===== config.mk =====
export PLATFORM = sky130hd
export DESIGN_NAME = cdc_top
export DESIGN_NICKNAME = d
export VERILOG_FILES = /design/src/cdc_pkg.sv /design/src/cdc_top.sv
export SDC_FILE = /design/constraint.sdc
export NUM_CORES = 1
export LEC_CHECK = 0
export BUFFER_PORTS_ARGS = -buffer_cell sky130_fd_sc_hd__buf_2
export CAP_MARGIN = 10
export CORE_ASPECT_RATIO = 0.5
export CORE_UTILIZATION = 49
export CTS_CLUSTER_DIAMETER = 30
export DETAILED_ROUTE_END_ITERATION = 10
export PLACE_DENSITY = 0.87
export SYNTH_ARGS = -nofsm -noshare
export SYNTH_HDL_FRONTEND = slang
export SYNTH_SLANG_ARGS = --single-unit

===== constraint.sdc =====
create_clock -name clock -period 1.6 [get_ports clock]
set_clock_uncertainty 0.05 [all_clocks]
set_input_delay 0.24 -clock clock [delete_from_list [all_inputs] [get_ports clock]]
set_output_delay 0.24 -clock clock [all_outputs]
set_load 0.005 [all_outputs]

===== src/cdc_pkg.sv =====
package cdc_pkg;
  localparam int NUM_CMP = 4;
  localparam int DATA_W  = 16;
  localparam int ADDR_W  = 4;
  // register index in the plain port address space
  localparam logic [3:0] CTRL_BASE   = 4'h0;  // 0..3 control
  localparam logic [3:0] CODE_BASE   = 4'h4;  // 4..7 threshold code
  localparam logic [3:0] STAT_ADDR   = 4'h8;
  localparam logic [3:0] MASK_ADDR   = 4'h9;
  localparam logic [3:0] MODE_ADDR   = 4'hA;
  // control register field positions
  localparam int ENABLE_BIT  = 15;
  localparam int SIDL_BIT    = 13;
  localparam int INSEL_HI    = 7;
  localparam int INSEL_LO    = 6;
  localparam int EXTERNAL_REFERENCE_SELECT_BIT  = 5;
  localparam int STATE_BIT   = 3;
  localparam int INVERT_BIT  = 1;
  localparam int RANGE_BIT   = 0;
  localparam logic [15:0] CTRL_WMASK = 16'hA0E3;
  localparam logic [15:0] CODE_WMASK = 16'h03FF;
  localparam logic [15:0] CTRL_RST   = 16'h0000;
  localparam logic [9:0]  CODE_RST   = 10'h000;
  localparam logic [3:0]  IRQ_RST    = 4'h0;
  // filter: pulse must persist two instruction cycles
  localparam real FILT_NS    = 20.0;
  localparam real CLK_NS     = 10.0;
  localparam int  FILT_CYC   = int'(FILT_NS / CLK_NS);
  // reference source selection towards the analog DAC
  localparam logic [1:0] REF_BANDGAP = 2'h0;
  localparam logic [1:0] REF_HALFAVDD = 2'h1;
  localparam logic [1:0] REF_EXTERNAL = 2'h2;

  typedef struct packed {
    logic       enable;
    logic       refOn;
    logic [1:0] refSel;
    logic [9:0] code;
    logic [1:0] inputSelect;
  } cdc_analog_t;

  typedef enum logic [1:0] {
    CDC_RUN   = 2'b00,
    CDC_IDLE  = 2'b01,
    CDC_SLEEP = 2'b10
  } cdc_mode_t;
endpackage


===== src/cdc_top.sv =====
// Implementation choices: the plain strobed port and the address map.
`timescale 1ns/1ns
////////////////////////////////////////////////////////////////////////////////
// Overview of operation
// - A comparator's enable bit low turns off that comparator and its DAC.
// - Stop-in-idle set halts comparators in Idle, all four clear lets them run on.
// - Stop-in-idle bits are ORed so any one stops all comparators in Idle.
// - Input select codes 0..3 route pin a, b, c, d to the positive input.
// - External reference bit chooses the external pin or an internal source.
// - With internal source, range 0 picks bandgap and 1 picks half supply.
// - Invert bit one inverts the comparator output, zero passes it.
// - The status bit reads the filtered polarity-adjusted output.
// - The 10-bit code sets the threshold as code times reference over 1024.
// - Code register bits 15 to 10 read zero and ignore writes.
// - While enabled the selected pin has its digital input buffer off.
// - In run the output is filtered so pulses under two cycles vanish.
// - In Sleep, or Idle with no stop-in-idle bit set, the filter is bypassed by a registered wake from the synchronised output.
// - Unimplemented bits of control and code registers read zero.
module cdc_top (
  input  wire logic                     clock,
  input  wire logic                     rst,
  input  wire logic [3:0]               regAddr,
  input  wire logic [15:0]              regWdata,
  input  wire logic                     regWrite,
  input  wire logic                     regRead,
  output logic [15:0]                   regRdata,
  input  wire logic                     idleMode,
  input  wire logic                     sleepMode,
  input  wire logic [3:0]               cmpRaw,
  output cdc_pkg::cdc_analog_t          analogCtrl [4],
  output logic [15:0]                   pinBufDisable,
  output logic [3:0]                    cmpEvent,
  output logic [3:0]                    wakeRaw,
  output logic                          irq
);
  ////////////////////////////////////////////////////////////////////////////
  logic [15:0] ctrl_reg [4];
  logic [9:0]  code_reg [4];
  logic [3:0]  stat_reg;
  logic [3:0]  mask_reg;
  logic [3:0]  sync1_reg;
  logic [3:0]  sync2_reg;
  logic [3:0]  filt_reg;
  logic [3:0]  prevFilt_reg;
  logic [1:0]  mode_reg;
  logic        anyStopIdle;
  logic        runActive;
  logic        lowPower;
  logic [3:0]  polarized;
  logic [3:0]  rising;
  logic [15:0] rdNext;

  always_ff @(posedge clock) begin
    if (rst) begin
      mode_reg <= 2'h0;
    end else begin
      mode_reg <= {sleepMode, idleMode};
    end
  end

  always_comb begin
    anyStopIdle = 1'b0;
    for (int i = 0; i < 4; i++) begin
      anyStopIdle = anyStopIdle | ctrl_reg[i][cdc_pkg::SIDL_BIT];
    end
  end

  // module enable lives in every control word; each comparator has its own
  assign lowPower  = mode_reg != 2'h0;
  ////////////////////////////////////////////////////////////////////////////
  // register writes
  always_ff @(posedge clock) begin
    if (rst) begin
      for (int i = 0; i < 4; i++) begin
        ctrl_reg[i] <= cdc_pkg::CTRL_RST;
        code_reg[i] <= cdc_pkg::CODE_RST;
      end
    end else if (regWrite) begin
      for (int i = 0; i < 4; i++) begin
        if (regAddr == cdc_pkg::CTRL_BASE + 4'(i)) begin
          ctrl_reg[i] <= regWdata & cdc_pkg::CTRL_WMASK;
        end
        if (regAddr == cdc_pkg::CODE_BASE + 4'(i)) begin
          code_reg[i] <= regWdata[9:0];
        end
      end
    end
  end

  always_ff @(posedge clock) begin
    if (rst) begin
      mask_reg <= cdc_pkg::IRQ_RST;
    end else if (regWrite && regAddr == cdc_pkg::MASK_ADDR) begin
      mask_reg <= regWdata[3:0];
    end
  end

  ////////////////////////////////////////////////////////////////////////////
  // comparator path: the raw analog outputs are async to the clock
  always_comb begin
    for (int i = 0; i < 4; i++) begin
      // only the second synchroniser stage may feed logic
      polarized[i] = sync2_reg[i]
                     ^ ctrl_reg[i][cdc_pkg::INVERT_BIT];
    end
  end

  always_ff @(posedge clock) begin
    if (rst) begin
      sync1_reg <= 4'h0;
      sync2_reg <= 4'h0;
    end else begin
      sync1_reg <= cmpRaw;
      sync2_reg <= sync1_reg;
    end
  end

  // filter: output follows only after the input held for two samples
  logic [3:0] hold_reg;
  always_ff @(posedge clock) begin
    if (rst) begin
      hold_reg <= 4'h0;
      filt_reg <= 4'h0;
    end else begin
      for (int i = 0; i < 4; i++) begin
        hold_reg[i] <= polarized[i];
        if (!runActive || !ctrl_reg[i][cdc_pkg::ENABLE_BIT]) begin
          filt_reg[i] <= 1'b0;
        end else if (polarized[i] == hold_reg[i]) begin
          filt_reg[i] <= polarized[i];
        end
      end
    end
  end

  // operation stops in Idle only when some stop-in-idle bit is set
  assign runActive = !mode_reg[1] && !(mode_reg[0] && anyStopIdle);

  always_ff @(posedge clock) begin
    if (rst) begin
      prevFilt_reg <= 4'h0;
    end else begin
      prevFilt_reg <= filt_reg;
    end
  end
  assign rising = filt_reg & ~prevFilt_reg;

  ////////////////////////////////////////////////////////////////////////////
  // sticky status, write one to clear, set wins
  always_ff @(posedge clock) begin
    if (rst) begin
      stat_reg <= cdc_pkg::IRQ_RST;
    end else begin
      for (int i = 0; i < 4; i++) begin
        if (rising[i]) begin
          stat_reg[i] <= 1'b1;
        end else if (regWrite && regAddr == cdc_pkg::STAT_ADDR
                     && regWdata[i]) begin
          stat_reg[i] <= 1'b0;
        end
      end
    end
  end

  always_ff @(posedge clock) begin
    if (rst) begin
      irq      <= 1'b0;
      cmpEvent <= 4'h0;
    end else begin
      irq      <= |(stat_reg & mask_reg);
      cmpEvent <= rising;
    end
  end

  // wake path: the low-power state blocks the clock, so this is only
  // registered while the clock still runs; real wake uses the analog path
  always_ff @(posedge clock) begin
    if (rst) begin
      wakeRaw <= 4'h0;
    end else begin
      for (int i = 0; i < 4; i++) begin
        wakeRaw[i] <= lowPower && ctrl_reg[i][cdc_pkg::ENABLE_BIT]
                      && !(mode_reg[0] && anyStopIdle) ?
                      polarized[i] : 1'b0;
      end
    end
  end

  ////////////////////////////////////////////////////////////////////////////
  // analog side controls
  always_ff @(posedge clock) begin
    if (rst) begin
      for (int i = 0; i < 4; i++) begin
        analogCtrl[i] <= '0;
      end
      pinBufDisable <= 16'h0000;
    end else begin
      for (int i = 0; i < 4; i++) begin
        analogCtrl[i].enable <= ctrl_reg[i][cdc_pkg::ENABLE_BIT]
                                && runActive;
        analogCtrl[i].refOn  <= ctrl_reg[i][cdc_pkg::ENABLE_BIT]
                                && runActive;
        if (ctrl_reg[i][cdc_pkg::EXTERNAL_REFERENCE_SELECT_BIT]) begin
          analogCtrl[i].refSel <= cdc_pkg::REF_EXTERNAL;
        end else if (ctrl_reg[i][cdc_pkg::RANGE_BIT]) begin
          analogCtrl[i].refSel <= cdc_pkg::REF_HALFAVDD;
        end else begin
          analogCtrl[i].refSel <= cdc_pkg::REF_BANDGAP;
        end
        analogCtrl[i].code   <= code_reg[i];
        analogCtrl[i].inputSelect <=
          ctrl_reg[i][cdc_pkg::INSEL_HI:cdc_pkg::INSEL_LO];
        for (int p = 0; p < 4; p++) begin
          pinBufDisable[i*4+p] <= ctrl_reg[i][cdc_pkg::ENABLE_BIT]
            && (ctrl_reg[i][cdc_pkg::INSEL_HI:cdc_pkg::INSEL_LO]
                == 2'(p));
        end
      end
    end
  end

  ////////////////////////////////////////////////////////////////////////////
  // reads: data one cycle after the strobe
  always_comb begin
    rdNext = 16'h0000;
    for (int i = 0; i < 4; i++) begin
      if (regAddr == cdc_pkg::CTRL_BASE + 4'(i)) begin
        rdNext = ctrl_reg[i];
        rdNext[cdc_pkg::STATE_BIT] = filt_reg[i];
      end
      if (regAddr == cdc_pkg::CODE_BASE + 4'(i)) begin
        rdNext = {6'h00, code_reg[i]};
      end
    end
    if (regAddr == cdc_pkg::STAT_ADDR) begin
      rdNext = {12'h000, stat_reg};
    end
    if (regAddr == cdc_pkg::MASK_ADDR) begin
      rdNext = {12'h000, mask_reg};
    end
    if (regAddr == cdc_pkg::MODE_ADDR) begin
      rdNext = {14'h0000, mode_reg};
    end
  end

  always_ff @(posedge clock) begin
    if (rst) begin
      regRdata <= 16'h0000;
    end else if (regRead) begin
      regRdata <= rdNext;
    end else begin
      regRdata <= 16'h0000;
    end
  end
endmodule


==> summary.md <==
| Metric | Value |
|---|---|
| Crit path time final | `1.71 ns` |
| Layout net count | `818` |
| Buffers added on ports | `126` |
| Synth warn | `0` |
| Crit. End Element | `flop` |
| Status | `complete, but fails checks` |
| Synth cell types | `51` |
| CP Max Fanout | `3` |
| R2r endpoint | `filt_reg[1]$_SDFFE_PP0N_` |
| Most used DFF post-synth | `dfxtp_1` |
| FF+latch count, synth | `195` |
| Vias in the first global route | `5153` |
| Final Slew Violations | `0` |
| Via count | `5159` |
| Power Density | `1150 nW/µm²` |
| Clock Path Buffers | `2` |
| WS Path Type | `reg2reg` |
| Hold Path Stages | `2` |
| Clock root buffer | `clkbuf_16` |
| R2r worst-path depth | `4` |
| Filler Cell Count | `1070` |
| Total grt overflow | `0` |
| Crit path DAT | `2.03 ns` |
| Max reg flops | `60` |
| Drt first pass iters | `4` |
| Initial antenna violation count | `0` |
| Worst path slowest cell | `or4_4` |
| First-pass GRT wire length | `27.9 mm` |
| Share of the synthesized area in the top cell type | `35.6%` |
| Die W | `173 µm` |
| Final Hold Violating Endpoints | `0` |
| Seq. cell area | `4580 µm²` |
| Routability cong. | `0.940` |
| Largest net degree at the start of global routing | `45` |
| Post-layout util | `64.6%` |
| Multi-input combinational cell area | `2350 µm²` |
| Clock latency on the worst-skew pair | `0.42 ns` |
| Ant. Diodes | `0` |
| Synthesized area | `7140 µm²` |
| Final setup violation count | `6` |
| Asr flop ratio synth | `0%` |
| GR Util All Layers | `24.7%` |
| RSZ-0062 raised after global routing | `true` |
| Number of I/O pins | `135` |
| R2R Path Start | `ctrl_reg[1][5]$_SDFFCE_PN0P_` |
| Synth area leader | `dfxtp_1` |
| Die height | `87.3 µm` |
| Total Wirelength | `18.1 mm` |
| Final worst-path cycle share | `107%` |
| Worst VDD drop | `0.000807 V` |
| Failing checks | `negative setup slack` |
| Post-DP HPWL | `12.9 mm` |
| Worst Hold Endpoint | `sync1_reg[1]$_SDFF_PP0_` |
| Top-count cell post-synth | `dfxtp_1` |
| Avg WL per Cell | `18.2 µm` |
| H-Tree Depth | `4` |
| Layout overhead on the synthesized area | `25.8%` |
| Die Area | `15100 µm²` |
| Remaining antenna violation count after routing | `0` |
| Clock sinks | `195` |
| Synth Instances | `610` |
| Number of flops mapped to enable cells by yosys | `68` |
| CP required | `1.92 ns` |
| DRC Markers | `0` |
| Leakage | `3.91 nW` |
| Post-synthesis average cell area | `11.7 µm²` |
| Crit start category | `flop` |
| Number of max-cap violations | `0` |
| Layout cell share with drive strength beyond 1 | `29.7%` |
| 1st-iter DRT viols | `432` |
| HP Start | `cmpRaw[1]` |
| Power consumption | `0.0104 W` |
| Fmax | `585 MHz` |
| CTS clk-pin slew, worst paths | `0.07 ns` |
| CTS tree | `yes` |
| Starting density of the core | `51.4%` |
| # rows | `30` |
| CTS Buf Count | `17` |
| Reg2reg setup slack | `-0.11 ns` |
| Final WS setup | `-0.111 ns` |
| Worst-path cell chain | `or4_4 -> a211oi_4 -> and2_4 -> and2_1` |
| Hold Path Class | `in2reg` |
| Crit path largest cell delay | `0.59 ns` |
| Top cells by count, synth | `127 x dfxtp_1, 77 x nor2b_1, 68 x and2_1, 68 x edfxtp_1, 37 x nand2_1` |
| Ranking of synthesized cells by area | `dfxtp_1 36%, edfxtp_1 29%, nor2b_1 6.8%` |
| Vias per inst | `5.20` |
| Core Area | `13900 µm²` |
| Post-synthesis sequential area ratio | `64.2%` |
-- critical path: cells and delay by family, from the launching register on --
kind / cells / cell delay (ns)
AND/OR/NAND/NOR: 3 / 0.90
AO/OA/AOI/OAI: 1 / 0.31
flip-flops: 1 / 0.39
-- stage by stage --
stage               std cells  TNS, ns  worst slack (ns)  hold WS (ns)  cell area (µm²)
global route              993   -0.832            -0.173        0.0308             8970
floorplan                 613        0            0.0177         0.318             7150
CTS                       990  -0.0507           -0.0276        0.0390             8940
finish                    993   -0.488            -0.111        0.0445             8970
detailed placement        952    -1.44           -0.0724         0.358             8310
global placement          952   -0.444           -0.0430         0.352             8310
-- cells by family (layout without fill, tap and decap cells) --
kind of cell | after synthesis | in the layout | share of synthesized area, %
mux | 23 | 23 | 3.61
buf+inv | 45 | 233 | 3.38
other cells | 1 | 4 | 0.0526
xor+xnor | 4 | 4 | 0.491
simple gates | 274 | 274 | 21.8
compound gates | 64 | 64 | 5.87
fa+ha+maj | 4 | 4 | 0.561
flops | 195 | 195 | 64.2
-- cells in the final DEF, fill, tap and decap left out, drive strengths merged, types with 2 or more instances in the layout --
cell         instances
mux4                 2
conb                 4
o211ai               2
nand2b               4
dfxtp              127
and2                68
o22ai                7
a211oi               7
dlygate4sd3          4
mux2i               19
edfxtp              68
nand3                9
buf                189
mux2                 2
xnor2                4
nor2b               77
a31oi                3
maj3                 4
nor2                32
and4                 3
inv                 15
nor3                13
a31o                 4
nor3b               11
clkbuf              18
a21oi               11
o21ai               19
a22oi                3
and3                15
nand2               37
clkinv               6
-- worst max path at each step --
| stage | start | end | slack, ns | depth (start not counted) |
|---|---|---|---|---|
| floorplan | regAddr[0] | ctrl_reg[3][0]$_SDFFCE_PN0P_ | 0.02 | 5 |
| finish | ctrl_reg[1][5]$_SDFFCE_PN0P_ | filt_reg[1]$_SDFFE_PP0N_ | -0.11 | 4 |
| detailed placement | regAddr[1] | stat_reg[0]$_SDFFE_PP0P_ | -0.07 | 7 |
| CTS | ctrl_reg[3][5]$_SDFFCE_PN0P_ | filt_reg[2]$_SDFFE_PP0N_ | -0.03 | 4 |
| global placement | regAddr[1] | stat_reg[2]$_SDFFE_PP0P_ | -0.04 | 7 |
| global route | ctrl_reg[1][5]$_SDFFCE_PN0P_ | filt_reg[0]$_SDFFE_PP0N_ | -0.17 | 4 |
-- layer usage --
metal / global-route usage [%] / up-vias / routed length, µm
li1: - / 2429 / -
met1: 31.7 / 2479 / 7820
met2: 42.5 / 224 / 8910
met3: 5.19 / 27 / 1120
met4: 8.05 / 0 / 262
met5: 0 / - / 0
-- layout make-up --
type,count,area share (%)
Clock inverter,14,1.27
Inverter,8,0.335
Clock buffer,18,5.02
Sequential cell,195,51.1
Multi-Input combinational cell,373,26.2
Timing Repair Buffer,193,13.4
Tap cell,192,2.68
-- where the power goes --
part / leakage (nW) / switching [W] / internal (W)
combinational: 1.94 / 0.000454 / 0.000388
sequential: 1.70 / 0.000137 / 0.00536
clock: 0.276 / 0.00189 / 0.00212
-- timing repair --
item                                    4_1_cts  5_1_grt
pin swaps                                     4        3
hold buffers                                  4        0
endpoints found under the hold margin         4        0
buffers inserted                              2        3
gates resized for setup                       3        3
endpoints found under the setup margin        4        7
Note: power is estimated with default switching activity, not from simulation.
